File: config.mk
export PLATFORM = sky130hd
export DESIGN_NAME = battery_protector_fault_fsm
export DESIGN_NICKNAME = d
export VERILOG_FILES = /design/src/rtl/prot_pkg.sv /design/src/rtl/battery_protector_fault_fsm.sv
export SDC_FILE = /design/constraint.sdc
export NUM_CORES = 1
export LEC_CHECK = 0
export BUFFER_PORTS_ARGS = -buffer_cell sky130_fd_sc_hd__buf_2
export CORE_MARGIN = 1.5
export CORE_UTILIZATION = 60
export CTS_CLUSTER_SIZE = 24
export DETAILED_ROUTE_END_ITERATION = 10
export GPL_TIMING_DRIVEN = 0
export PLACE_DENSITY = 0.81
export SYNTH_ARGS = -nofsm -noshare
export SYNTH_HDL_FRONTEND = slang
export SYNTH_SLANG_ARGS = --single-unit
File: constraint.sdc
create_clock -name sys_clk -period 10 [get_ports sys_clk]
set_clock_uncertainty 0.1 [all_clocks]
set_input_delay 1.5 -clock sys_clk [delete_from_list [all_inputs] [get_ports sys_clk]]
set_output_delay 1.5 -clock sys_clk [all_outputs]
set_load 0.1 [all_outputs]
File: src/rtl/prot_pkg.sv
package prot_pkg;

  // Register byte offsets
  localparam logic [11:0] OFF_CONFIG  = 12'h000;
  localparam logic [11:0] OFF_CONTROL = 12'h004;
  localparam logic [11:0] OFF_STATUS  = 12'h008;
  localparam logic [11:0] OFF_COULOMB = 12'h00c;
  localparam logic [11:0] OFF_OT_CFG  = 12'h010;

  // Config fields
  localparam int OVP_SEL_LSB  = 0;
  localparam int OCC_SEL_LSB  = 3;
  localparam int OCD_SEL_LSB  = 5;
  localparam int SCD_SEL_BIT  = 8;
  localparam int WAKE_SEL_LSB = 9;
  localparam logic [2:0] OVP_SEL_RESET  = 3'h7;
  localparam logic [1:0] OCC_SEL_RESET  = 2'h2;
  localparam logic [2:0] OCD_SEL_RESET  = 3'h2;
  localparam logic       SCD_SEL_RESET  = 1'b0;
  localparam logic [2:0] WAKE_SEL_RESET = 3'h0;

  // Control fields
  localparam int CHG_OVR_BIT  = 0;
  localparam int DSG_OVR_BIT  = 1;
  localparam int SHDN_BIT     = 2;

  // Trip tables in microvolts / millivolts
  // Discharge levels pass 65 mV, so these need 18 bits
  localparam logic [17:0] OCD_TABLE_UV [8] = '{18'd14000, 18'd24000, 18'd34000, 18'd44000,
                                              18'd53000, 18'd63000, 18'd73000, 18'd83000};
  localparam logic [15:0] OCC_TABLE_UV [4] = '{16'd6000, 16'd13000, 16'd18000, 16'd28000};
  localparam logic [17:0] SCD_LOW_UV  = 18'd73000;
  localparam logic [17:0] SCD_HIGH_UV = 18'd148000;
  localparam logic [15:0] OVP_BASE_MV = 16'd4275;
  localparam logic [15:0] OVP_STEP_MV = 16'd25;
  localparam logic [15:0] WAKE_TABLE_UV [8] = '{16'd0, 16'd0, 16'd1000, 16'd2200,
                                               16'd2200, 16'd4600, 16'd4600, 16'd9800};
  localparam logic [15:0] PACK_DROP_MV = 16'd300;

  // Timing counts (cycles, 100 MHz)
  localparam int CLK_MHZ        = 100;
  localparam int SECOND_US      = 1000000;
  localparam int SECOND_CYCLES  = SECOND_US * CLK_MHZ;

  typedef enum logic [2:0] {
    ST_NORMAL, ST_OVERVOLT, ST_UNDERVOLT, ST_OVERCUR_CHG, ST_OVERCUR_DSG,
    ST_SHDN_WAIT, ST_ANALOG_OFF, ST_LV_CHARGE
  } prot_state_type;

  typedef struct packed {
    logic [15:0] cell_mv;
    logic [15:0] pack_mv;
    logic [15:0] lv_detect_mv;
    logic [15:0] ov_release_mv;
    logic [15:0] uv_trip_mv;
    logic [15:0] uv_release_mv;
    logic [15:0] por_mv;
  } volt_meas_type;

endpackage

File: src/rtl/battery_protector_fault_fsm.sv
`timescale 1ns/1ps
// Summary of operation
// - Discharge overcurrent level chosen by 3-bit field, 14 to 83 mV, default 34.
// - Short-circuit bit picks 73 mV when clear, 148 mV when set.
// - Normal state closes both FETs and keeps checking every fault.
// - Firmware override can only open FETs, never close during a fault.
// - Charge and discharge overrides act independently; releasing is the only close.
// - Held overvoltage past delay enters overvoltage and arms charger-removal detect.
// - Overvoltage clears when pack 300 mV below cell and cell under release.
// - Held undervoltage enters undervoltage; without charger go to analog shutdown.
// - Undervoltage clears on charger attach with cell above release level.
// - Undervoltage reachable from low-voltage charging and from normal.
// - Held charge overcurrent trips; recovers when pack 300 mV below cell.
// - Held discharge overcurrent or short trips; recovers when pack within 300 mV.
// - Shutdown intent bit moves the protector into shutdown-wait.
// - Shutdown-wait opens FETs, returns on fault, else awaits charger removal.
// - Charger in analog shutdown: low-voltage charging below POR, else normal once no fault trips.
// - Low-voltage charging ties charge gate only above low-cell detect level.
// - Once per second, overheating while charging/discharging opens that FET.
// - Charging or discharging declared after current holds past quit time.
// - Overheat fault clears below the recovery limit of its own direction.
// - Sleeping wake comparator flags either-direction breach; low codes disable.
// - Coulomb integrator counts positive sense as charge, negative as discharge.
// - Overvoltage level from 3-bit field, 4.275 V stepping 25 mV, default 4.450.
// - Charge overcurrent level from 2-bit field, 6/13/18/28 mV, default 18.
module battery_protector_fault_fsm #(
  parameter int unsigned SECOND_TICKS = prot_pkg::SECOND_CYCLES,
  parameter int unsigned DELAY_W      = 16
) (
  input  wire logic                  sys_clk,
  input  wire logic                  reset_n,
  input  wire logic                  psel,
  input  wire logic                  penable,
  input  wire logic                  pwrite,
  input  wire logic [11:0]           paddr,
  input  wire logic [31:0]           pwdata,
  output logic                       pready,
  output logic [31:0]                prdata,
  output logic                       pslverr,
  input  wire prot_pkg::volt_meas_type volt_meas,
  input  wire logic signed [15:0]    sense_uv,
  input  wire logic signed [15:0]    current_ma,
  input  wire logic signed [15:0]    temperature,
  input  wire logic                  charger_present,
  input  wire logic                  sleeping,
  output logic                       chg_fet_on,
  output logic                       dsg_fet_on,
  output logic                       chg_gate_to_pack,
  output logic                       removal_detect_en,
  output logic                       regulator_on,
  output logic                       wake_event
);

  initial begin
    if (SECOND_TICKS < 2 || DELAY_W < 2 || DELAY_W > 31) $error("bad parameters");
  end

  ////////////////////////////////////////////////////////////////////////////
  // Registers
  logic [11:0] config_q;
  logic [2:0]  control_q;
  logic [15:0] ovp_dly_q, uvp_dly_q, occ_dly_q, ocd_dly_q, scd_dly_q;
  logic signed [15:0] chg_cur_thr_q, dsg_cur_thr_q;
  logic [15:0] quit_time_q;
  logic signed [15:0] charge_heat_limit_q, discharge_heat_limit_q, charge_heat_limit_rec_q, discharge_heat_limit_rec_q;
  logic [7:0]  charge_heat_limit_time_q, discharge_heat_limit_time_q;
  logic signed [31:0] coulomb_q;
  prot_pkg::prot_state_type state_q, state_d;
  logic        charge_heat_limit_fault_q, discharge_heat_limit_fault_q, charging_q, discharging_q;

  wire apb_write = psel && penable && pwrite;
  wire apb_read  = psel && penable && !pwrite;

  function automatic logic known_addr(input logic [11:0] a);
    return a[1:0] == 2'h0 && a <= 12'h02c;
  endfunction

  always_ff @(posedge sys_clk or negedge reset_n) begin
    if (!reset_n) begin
      pready  <= 1'b0;
      pslverr <= 1'b0;
    end else begin
      pready  <= psel && !penable;
      pslverr <= psel && !penable && !known_addr(paddr);
    end
  end

  always_ff @(posedge sys_clk or negedge reset_n) begin
    if (!reset_n) begin
      config_q <= {prot_pkg::WAKE_SEL_RESET, prot_pkg::SCD_SEL_RESET, prot_pkg::OCD_SEL_RESET,
                   prot_pkg::OCC_SEL_RESET, prot_pkg::OVP_SEL_RESET};
      control_q     <= 3'h0;
      ovp_dly_q     <= 16'h0064;
      uvp_dly_q     <= 16'h0064;
      occ_dly_q     <= 16'h0064;
      ocd_dly_q     <= 16'h0064;
      scd_dly_q     <= 16'h000a;
      chg_cur_thr_q <= 16'sh0064;
      dsg_cur_thr_q <= -16'sh0064;
      quit_time_q   <= 16'h0064;
      charge_heat_limit_q      <= 16'sh01c2;
      discharge_heat_limit_q      <= 16'sh0226;
      charge_heat_limit_rec_q  <= 16'sh01a4;
      discharge_heat_limit_rec_q  <= 16'sh0208;
      charge_heat_limit_time_q <= 8'h02;
      discharge_heat_limit_time_q <= 8'h02;
    end else if (apb_write && pready && !pslverr) begin
      case (paddr)
        prot_pkg::OFF_CONFIG:  config_q  <= pwdata[11:0];
        prot_pkg::OFF_CONTROL: control_q <= pwdata[2:0];
        prot_pkg::OFF_OT_CFG: begin
          charge_heat_limit_time_q <= pwdata[7:0];
          discharge_heat_limit_time_q <= pwdata[15:8];
        end
        12'h014: begin
          charge_heat_limit_q <= pwdata[15:0];
          discharge_heat_limit_q <= pwdata[31:16];
        end
        12'h018: begin
          charge_heat_limit_rec_q <= pwdata[15:0];
          discharge_heat_limit_rec_q <= pwdata[31:16];
        end
        12'h01c: begin
          chg_cur_thr_q <= pwdata[15:0];
          dsg_cur_thr_q <= pwdata[31:16];
        end
        12'h020: begin
          ovp_dly_q <= pwdata[15:0];
          uvp_dly_q <= pwdata[31:16];
        end
        12'h024: begin
          occ_dly_q <= pwdata[15:0];
          ocd_dly_q <= pwdata[31:16];
        end
        12'h028: begin
          scd_dly_q   <= pwdata[15:0];
          quit_time_q <= pwdata[31:16];
        end
        default: ;
      endcase
    end
  end

  always_ff @(posedge sys_clk or negedge reset_n) begin
    if (!reset_n) begin
      prdata <= 32'h0000_0000;
    end else if (psel && !penable) begin
      case (paddr)
        prot_pkg::OFF_CONFIG:  prdata <= {20'h00000, config_q};
        prot_pkg::OFF_CONTROL: prdata <= {29'h0, control_q};
        prot_pkg::OFF_STATUS:  prdata <= {24'h0, discharging_q, charging_q, discharge_heat_limit_fault_q,
                                          charge_heat_limit_fault_q, 1'b0, state_q};
        prot_pkg::OFF_COULOMB: prdata <= coulomb_q;
        prot_pkg::OFF_OT_CFG:  prdata <= {16'h0, discharge_heat_limit_time_q, charge_heat_limit_time_q};
        12'h014: prdata <= {discharge_heat_limit_q, charge_heat_limit_q};
        12'h018: prdata <= {discharge_heat_limit_rec_q, charge_heat_limit_rec_q};
        12'h01c: prdata <= {dsg_cur_thr_q, chg_cur_thr_q};
        12'h020: prdata <= {uvp_dly_q, ovp_dly_q};
        12'h024: prdata <= {ocd_dly_q, occ_dly_q};
        12'h028: prdata <= {quit_time_q, scd_dly_q};
        default: prdata <= 32'h0000_0000;
      endcase
    end
  end

  ////////////////////////////////////////////////////////////////////////////
  // Thresholds
  wire [17:0] ocd_uv  = prot_pkg::OCD_TABLE_UV[config_q[prot_pkg::OCD_SEL_LSB +: 3]];
  wire [17:0] scd_uv  = config_q[prot_pkg::SCD_SEL_BIT] ? prot_pkg::SCD_HIGH_UV
                                                        : prot_pkg::SCD_LOW_UV;
  wire [15:0] occ_uv  = prot_pkg::OCC_TABLE_UV[config_q[prot_pkg::OCC_SEL_LSB +: 2]];
  wire [15:0] ovp_mv  = prot_pkg::OVP_BASE_MV +
                        16'(config_q[prot_pkg::OVP_SEL_LSB +: 3]) * prot_pkg::OVP_STEP_MV;
  wire [15:0] wake_uv = prot_pkg::WAKE_TABLE_UV[config_q[prot_pkg::WAKE_SEL_LSB +: 3]];

  // Two-stage synchronisers for async pins
  logic [1:0] chg_sync_q, sleep_sync_q;
  always_ff @(posedge sys_clk or negedge reset_n) begin
    if (!reset_n) begin
      chg_sync_q   <= 2'b00;
      sleep_sync_q <= 2'b00;
    end else begin
      chg_sync_q   <= {chg_sync_q[0], charger_present};
      sleep_sync_q <= {sleep_sync_q[0], sleeping};
    end
  end
  wire charger = chg_sync_q[1];

  function automatic logic [16:0] abs17(input logic signed [15:0] v);
    return v[15] ? 17'(-$signed({v[15], v})) : {1'b0, v};
  endfunction

  wire [16:0] sense_mag = abs17(sense_uv);
  wire pack_low  = ({1'b0, volt_meas.pack_mv} + {1'b0, prot_pkg::PACK_DROP_MV}) <
                   {1'b0, volt_meas.cell_mv};
  wire cond_ovp  = volt_meas.cell_mv > ovp_mv;
  wire cond_uvp  = volt_meas.cell_mv < volt_meas.uv_trip_mv;
  wire cond_occ  = !sense_uv[15] && sense_mag > {1'b0, occ_uv};
  wire cond_ocd  = sense_uv[15] && {1'b0, sense_mag} > ocd_uv;
  wire cond_scd  = sense_uv[15] && {1'b0, sense_mag} > scd_uv;

  ////////////////////////////////////////////////////////////////////////////
  // Delay timers: restart whenever condition drops
  logic [4:0][15:0] dly_cnt_q;
  logic [4:0]       trip;
  wire  [4:0]       cond  = {cond_scd, cond_ocd, cond_occ, cond_uvp, cond_ovp};
  wire  [4:0][15:0] limit = {scd_dly_q, ocd_dly_q, occ_dly_q, uvp_dly_q, ovp_dly_q};

  always_ff @(posedge sys_clk or negedge reset_n) begin
    if (!reset_n) begin
      dly_cnt_q <= '0;
    end else begin
      for (int i = 0; i < 5; i++) begin
        if (!cond[i]) dly_cnt_q[i] <= 16'h0000;
        else if (dly_cnt_q[i] <= limit[i]) dly_cnt_q[i] <= dly_cnt_q[i] + 16'h0001;
      end
    end
  end

  always_comb begin
    for (int i = 0; i < 5; i++) trip[i] = cond[i] && dly_cnt_q[i] > limit[i];
  end

  ////////////////////////////////////////////////////////////////////////////
  // Protector state machine
  wire any_trip = |trip;

  always_comb begin
    state_d = state_q;
    case (state_q)
      prot_pkg::ST_NORMAL: begin
        if (trip[0])                 state_d = prot_pkg::ST_OVERVOLT;
        else if (trip[1])            state_d = prot_pkg::ST_UNDERVOLT;
        else if (trip[2])            state_d = prot_pkg::ST_OVERCUR_CHG;
        else if (trip[3] || trip[4]) state_d = prot_pkg::ST_OVERCUR_DSG;
        else if (control_q[prot_pkg::SHDN_BIT]) state_d = prot_pkg::ST_SHDN_WAIT;
      end
      prot_pkg::ST_OVERVOLT:
        if (pack_low && volt_meas.cell_mv < volt_meas.ov_release_mv) state_d = prot_pkg::ST_NORMAL;
      prot_pkg::ST_UNDERVOLT: begin
        if (charger && volt_meas.cell_mv > volt_meas.uv_release_mv) state_d = prot_pkg::ST_NORMAL;
        else if (!charger) state_d = prot_pkg::ST_ANALOG_OFF;
      end
      prot_pkg::ST_OVERCUR_CHG:
        if (pack_low) state_d = prot_pkg::ST_NORMAL;
      prot_pkg::ST_OVERCUR_DSG:
        if (!pack_low) state_d = prot_pkg::ST_NORMAL;
      prot_pkg::ST_SHDN_WAIT: begin
        if (any_trip)     state_d = prot_pkg::ST_NORMAL;
        else if (!charger) state_d = prot_pkg::ST_ANALOG_OFF;
      end
      prot_pkg::ST_ANALOG_OFF:
        if (charger) begin
          if (volt_meas.cell_mv < volt_meas.por_mv) state_d = prot_pkg::ST_LV_CHARGE;
          else if (!any_trip)                       state_d = prot_pkg::ST_NORMAL;
        end
      prot_pkg::ST_LV_CHARGE: begin
        // Trickle charge runs until POR; a cell still under the trip level then waits in undervoltage
        if (volt_meas.cell_mv >= volt_meas.por_mv)
          state_d = cond_uvp ? prot_pkg::ST_UNDERVOLT : prot_pkg::ST_NORMAL;
      end
      default: state_d = prot_pkg::ST_NORMAL;
    endcase
  end

  always_ff @(posedge sys_clk or negedge reset_n) begin
    if (!reset_n) state_q <= prot_pkg::ST_NORMAL;
    else          state_q <= state_d;
  end

  ////////////////////////////////////////////////////////////////////////////
  // Firmware overtemperature: one check per second
  logic [31:0] sec_cnt_q;
  logic [15:0] chg_hold_q, dsg_hold_q;
  logic [7:0]  charge_heat_limit_cnt_q, discharge_heat_limit_cnt_q;
  wire sec_tick = sec_cnt_q == SECOND_TICKS - 1;

  always_ff @(posedge sys_clk or negedge reset_n) begin
    if (!reset_n) sec_cnt_q <= 32'h0;
    else          sec_cnt_q <= sec_tick ? 32'h0 : sec_cnt_q + 32'h1;
  end

  always_ff @(posedge sys_clk or negedge reset_n) begin
    if (!reset_n) begin
      chg_hold_q    <= 16'h0;
      dsg_hold_q    <= 16'h0;
      charging_q    <= 1'b0;
      discharging_q <= 1'b0;
    end else if (sec_tick) begin
      chg_hold_q    <= current_ma > chg_cur_thr_q ? chg_hold_q + 16'h1 : 16'h0;
      dsg_hold_q    <= current_ma < dsg_cur_thr_q ? dsg_hold_q + 16'h1 : 16'h0;
      charging_q    <= current_ma > chg_cur_thr_q && chg_hold_q + 16'h1 >= quit_time_q;
      discharging_q <= current_ma < dsg_cur_thr_q && dsg_hold_q + 16'h1 >= quit_time_q;
    end
  end

  always_ff @(posedge sys_clk or negedge reset_n) begin
    if (!reset_n) begin
      charge_heat_limit_cnt_q   <= 8'h0;
      discharge_heat_limit_cnt_q   <= 8'h0;
      charge_heat_limit_fault_q <= 1'b0;
      discharge_heat_limit_fault_q <= 1'b0;
    end else if (sec_tick) begin
      charge_heat_limit_cnt_q <= (charging_q && temperature > charge_heat_limit_q) ? charge_heat_limit_cnt_q + 8'h1 : 8'h0;
      discharge_heat_limit_cnt_q <= (discharging_q && temperature > discharge_heat_limit_q) ? discharge_heat_limit_cnt_q + 8'h1 : 8'h0;
      if (charging_q && temperature > charge_heat_limit_q && charge_heat_limit_cnt_q + 8'h1 >= charge_heat_limit_time_q)
        charge_heat_limit_fault_q <= 1'b1;
      else if (temperature < charge_heat_limit_rec_q) charge_heat_limit_fault_q <= 1'b0;
      if (discharging_q && temperature > discharge_heat_limit_q && discharge_heat_limit_cnt_q + 8'h1 >= discharge_heat_limit_time_q)
        discharge_heat_limit_fault_q <= 1'b1;
      else if (temperature < discharge_heat_limit_rec_q) discharge_heat_limit_fault_q <= 1'b0;
    end
  end

  ////////////////////////////////////////////////////////////////////////////
  // FET drive, coulomb counter, wake comparator
  wire hw_chg = state_d == prot_pkg::ST_NORMAL || state_d == prot_pkg::ST_OVERCUR_DSG;
  wire hw_dsg = state_d == prot_pkg::ST_NORMAL || state_d == prot_pkg::ST_OVERVOLT ||
                state_d == prot_pkg::ST_OVERCUR_CHG;

  always_ff @(posedge sys_clk or negedge reset_n) begin
    if (!reset_n) begin
      chg_fet_on        <= 1'b0;
      dsg_fet_on        <= 1'b0;
      chg_gate_to_pack  <= 1'b0;
      removal_detect_en <= 1'b0;
      regulator_on      <= 1'b1;
    end else begin
      // Override can only remove drive; hardware state gates it first
      chg_fet_on <= hw_chg && !control_q[prot_pkg::CHG_OVR_BIT] && !charge_heat_limit_fault_q;
      dsg_fet_on <= hw_dsg && !control_q[prot_pkg::DSG_OVR_BIT] && !discharge_heat_limit_fault_q;
      chg_gate_to_pack  <= state_d == prot_pkg::ST_LV_CHARGE &&
                           volt_meas.cell_mv > volt_meas.lv_detect_mv;
      removal_detect_en <= state_d == prot_pkg::ST_OVERVOLT;
      regulator_on      <= state_d != prot_pkg::ST_ANALOG_OFF;
    end
  end

  always_ff @(posedge sys_clk or negedge reset_n) begin
    if (!reset_n) coulomb_q <= 32'sh0;
    else          coulomb_q <= coulomb_q + 32'(sense_uv);
  end

  always_ff @(posedge sys_clk or negedge reset_n) begin
    if (!reset_n) wake_event <= 1'b0;
    else wake_event <= sleep_sync_q[1] && wake_uv != 16'h0 && sense_mag > {1'b0, wake_uv};
  end

endmodule

==> impl_metrics.toml <==
[detailed_routing]
wirelength_mm = 100
viasPerCell = 6.25
wl_per_cell_um = 22.1
drc = 1
firstDrtPassIters = 11
vias = 28381
drtIter0Drc = 3225
final_antenna_net_count = 0

[cells_and_area]
postLayoutCoreUtil_pct = 68.0
stdcell_count = 4541
multi_input_area_um2 = 18200
areaGrowthSynthToFinish_pct = 12.1
postLayoutCellArea_um2 = 35700
layout-drive-gt1-share_pct = 12.0
final_nets = 4443
nFillCells = 4139
seq_area_um2 = 11700

[critical_path]
end_kind = "register"
reg2reg_slack_ns = 4.34
crit_type = "input port to register"
cp_max_fo = 8
required_ns = 10.32
critPathLaunchType = "input port"
arrival_ns = 7.19

[synthesis]
synthFlopType = "dfrtp_1"
synthTopCellsByArea = "dfrtp_1 32%, ha_1 17%, o21ai_0 5.3%, dfstp_2 4.5%, nand2_1 4.4%"
syn_area_um2 = 31800
ys_seq_elements = 466
synth_warnings = 0
synthArstFlopShare_pct = 100
synth_cells = 3506
seq_area_frac_synth_pct = 36.9
synth.most_common_cell = "ha_1"
synth_top_area_share_pct = 32.4
synth_edf_count = 0
synth_cell_type_count = 97
synthTopCellsByCount = "427 x ha_1, 412 x dfrtp_1, 369 x nand2_1"
yosysTopAreaCell = "dfrtp_1"
syn_area_per_cell_um2 = 9.07

[sta]
max-slew-margin-rel_pct = 8.01
hold_viol_final = 0
fin_crit_sh_pct = 68.7
fmaxAchievable_ghz = 0.146
max_slew.worst_pin.slew_ns = 1.37
setup_ws_ns = 3.13
final_max_slew_viol_count = 0
fin_tns_setup_ns = 0
rsz0062_at_grt = "no"
fin_crit_ns = 6.87
worst_hold_slack_ns = 0.249
setup_viol_count_final = 0

[cts]
path_clk_slew_ns = 0.06
clock_path_buffers = 3
root_buffer = "clkbuf_16"
h-tree-depth = 2
cts_resized = 0
cts.sinks = 466
post_cts.repair.setup_buffers = 0
tritoncts = "built"
cts_buffers = 50
ctsHoldBuffers = 0
insertion_delay_ns = 0.62

[hold_path]
hold_path_class = "register to register"

[floorplan]
start_util_pct = 60.7
die-area_um2 = 54400
io_pins = 251
rows = 84
fp.dieW_um = 233
core_um2 = 52400
die_y_um = 233

[global_route]
grt_first_pass_wirelength_mm = 154
overflow = 0
antenna_found_initial = 12
grt_usage_pct = 37.0
grt_start_max_net_pins = 124
grt_pass1_vias = 27462

[placement]
place_hpwl_mm = 78.0
place_congestion = 1.01
place_inst = 4440
io_buffers = 240
dpl_cell_area_um2 = 34000
post-place-ws_ns = 2.81

[outcome]
violations = "design-rule violations"
outcome = "finished with violations"

[power_and_ir_drop]
switchingPower_mw = 1.72
p_leak_nw = 18.2
power.share.clock_pct = 35.3
p_int_mw = 3.54
seq_power_share_pct = 40.6
pwr_density_cell_nw_per_um2 = 148
peakVddDrop_mv = 0.140
total_power_mw = 5.26
p_sw_share_pct = 32.7
p_comb_share_pct = 24.0

[flow_run]
max_cap_viol_count = 0
==> power by group through the flow <==
stage          combinational, mW  clock, mW  sequential (mW)
3_5_place_dp                1.24          0             2.17
4_1_cts                     1.25       1.86             2.13
5_1_grt                     1.39       1.93             2.14
3_3_place_gp                1.20          0             2.17
6_report                    1.27       1.86             2.14
2_1_floorplan              0.775          0             2.23
==> cell type report <==
type	count	area share (%)
Timing Repair Buffer	244	3.71
Multi-Input combinational cell	2569	51.2
Antenna cell	8	0.0562
Sequential cell	466	32.9
Inverter	352	3.71
Tap cell	688	2.41
Clock inverter	16	0.386
Clock buffer	77	4.16
Buffer	121	1.48
==> layout by cell type (no fill, tap or decap), types with 16 or more instances in the layout <==
master / Yosys / final
a41oi_1: 31 / 31
a31oi_1: 16 / 16
o31ai_1: 17 / 17
xor2_1: 105 / 105
dfstp_2: 54 / 54
inv_1: 352 / 352
o21a_1: 22 / 22
buf_2: 1 / 240
clkbuf_1: 110 / 125
ha_1: 427 / 427
dfrtp_1: 412 / 412
nand2_1: 369 / 369
mux2_2: 30 / 30
nor2_1: 207 / 207
xnor2_1: 87 / 87
nand4_1: 56 / 56
and3_1: 56 / 56
and4_1: 27 / 27
a21oi_1: 135 / 135
a22oi_1: 55 / 55
a222oi_1: 38 / 38
nand2b_1: 45 / 45
nand3_1: 73 / 73
a211oi_1: 16 / 16
or3_1: 30 / 30
clkbuf_16: 0 / 51
a21o_1: 106 / 106
o21ai_0: 337 / 337
nor2b_1: 37 / 37
a221oi_1: 18 / 18
nor3_1: 38 / 37
==> worst max-delay path, stage by stage <==
cell and delay, ns:
buf_2 0.14, inv_1 0.11, ha_1 0.20, or3b_1 0.37, buf_6 0.14, or3_2 0.50
o31ai_1 0.27, xnor2_1 0.26, ha_1 0.36, and4_1 0.21, nand2_1 0.08, o311ai_0 0.51
nand3_1 0.66, or2_2 0.62, o211ai_1 0.12, a2bb2oi_1 0.19, a22o_2 0.23, inv_1 0.09
nor4_1 0.62
==> registers in the layout (all words and copies together) (netlist names), 32 cells and up <==
name,flops
prdata,32
dly_cnt_q,80
coulomb_q,32
sec_cnt_q,32
==> path summary, 6_finish.rpt <==
kind,start,endpoint,depth (start not counted)
max reg2reg,config_q[2],chg_fet_on,15
min,chg_sync_q[0],chg_sync_q[1],0
max in group asynchronous,reset_n,ovp_dly_q[8],3
min in group asynchronous,reset_n,sec_cnt_q[24],1
max,sense_uv[1],chg_fet_on,19
min reg2reg,chg_sync_q[0],chg_sync_q[1],0
==> kinds of logic after synthesis <==
| logic type | share of synthesized area (%) |
|---|---|
| buffers and inverters | 5.82 |
| AND/OR/NAND/NOR | 15.5 |
| multiplexers | 1.31 |
| XOR/XNOR | 5.34 |
| flip-flops | 36.9 |
| AO/OA/AOI/OAI | 18.3 |
| adder cells (fa/ha/maj) | 16.9 |
| other | 0.0118 |
==> routing by layer <==
metal / part of all wire, % / vias up / GRT usage, % / wire length (um)
li1: - / 13049 / - / -
met1: 38 / 13456 / 45.7 / 38100
met2: 44 / 1490 / 59.0 / 44700
met3: 10 / 376 / 7.82 / 10300
met4: 7.3 / 10 / 23.7 / 7320
met5: 0.050 / - / 0 / 50
Power figures use the tool's default switching activity.
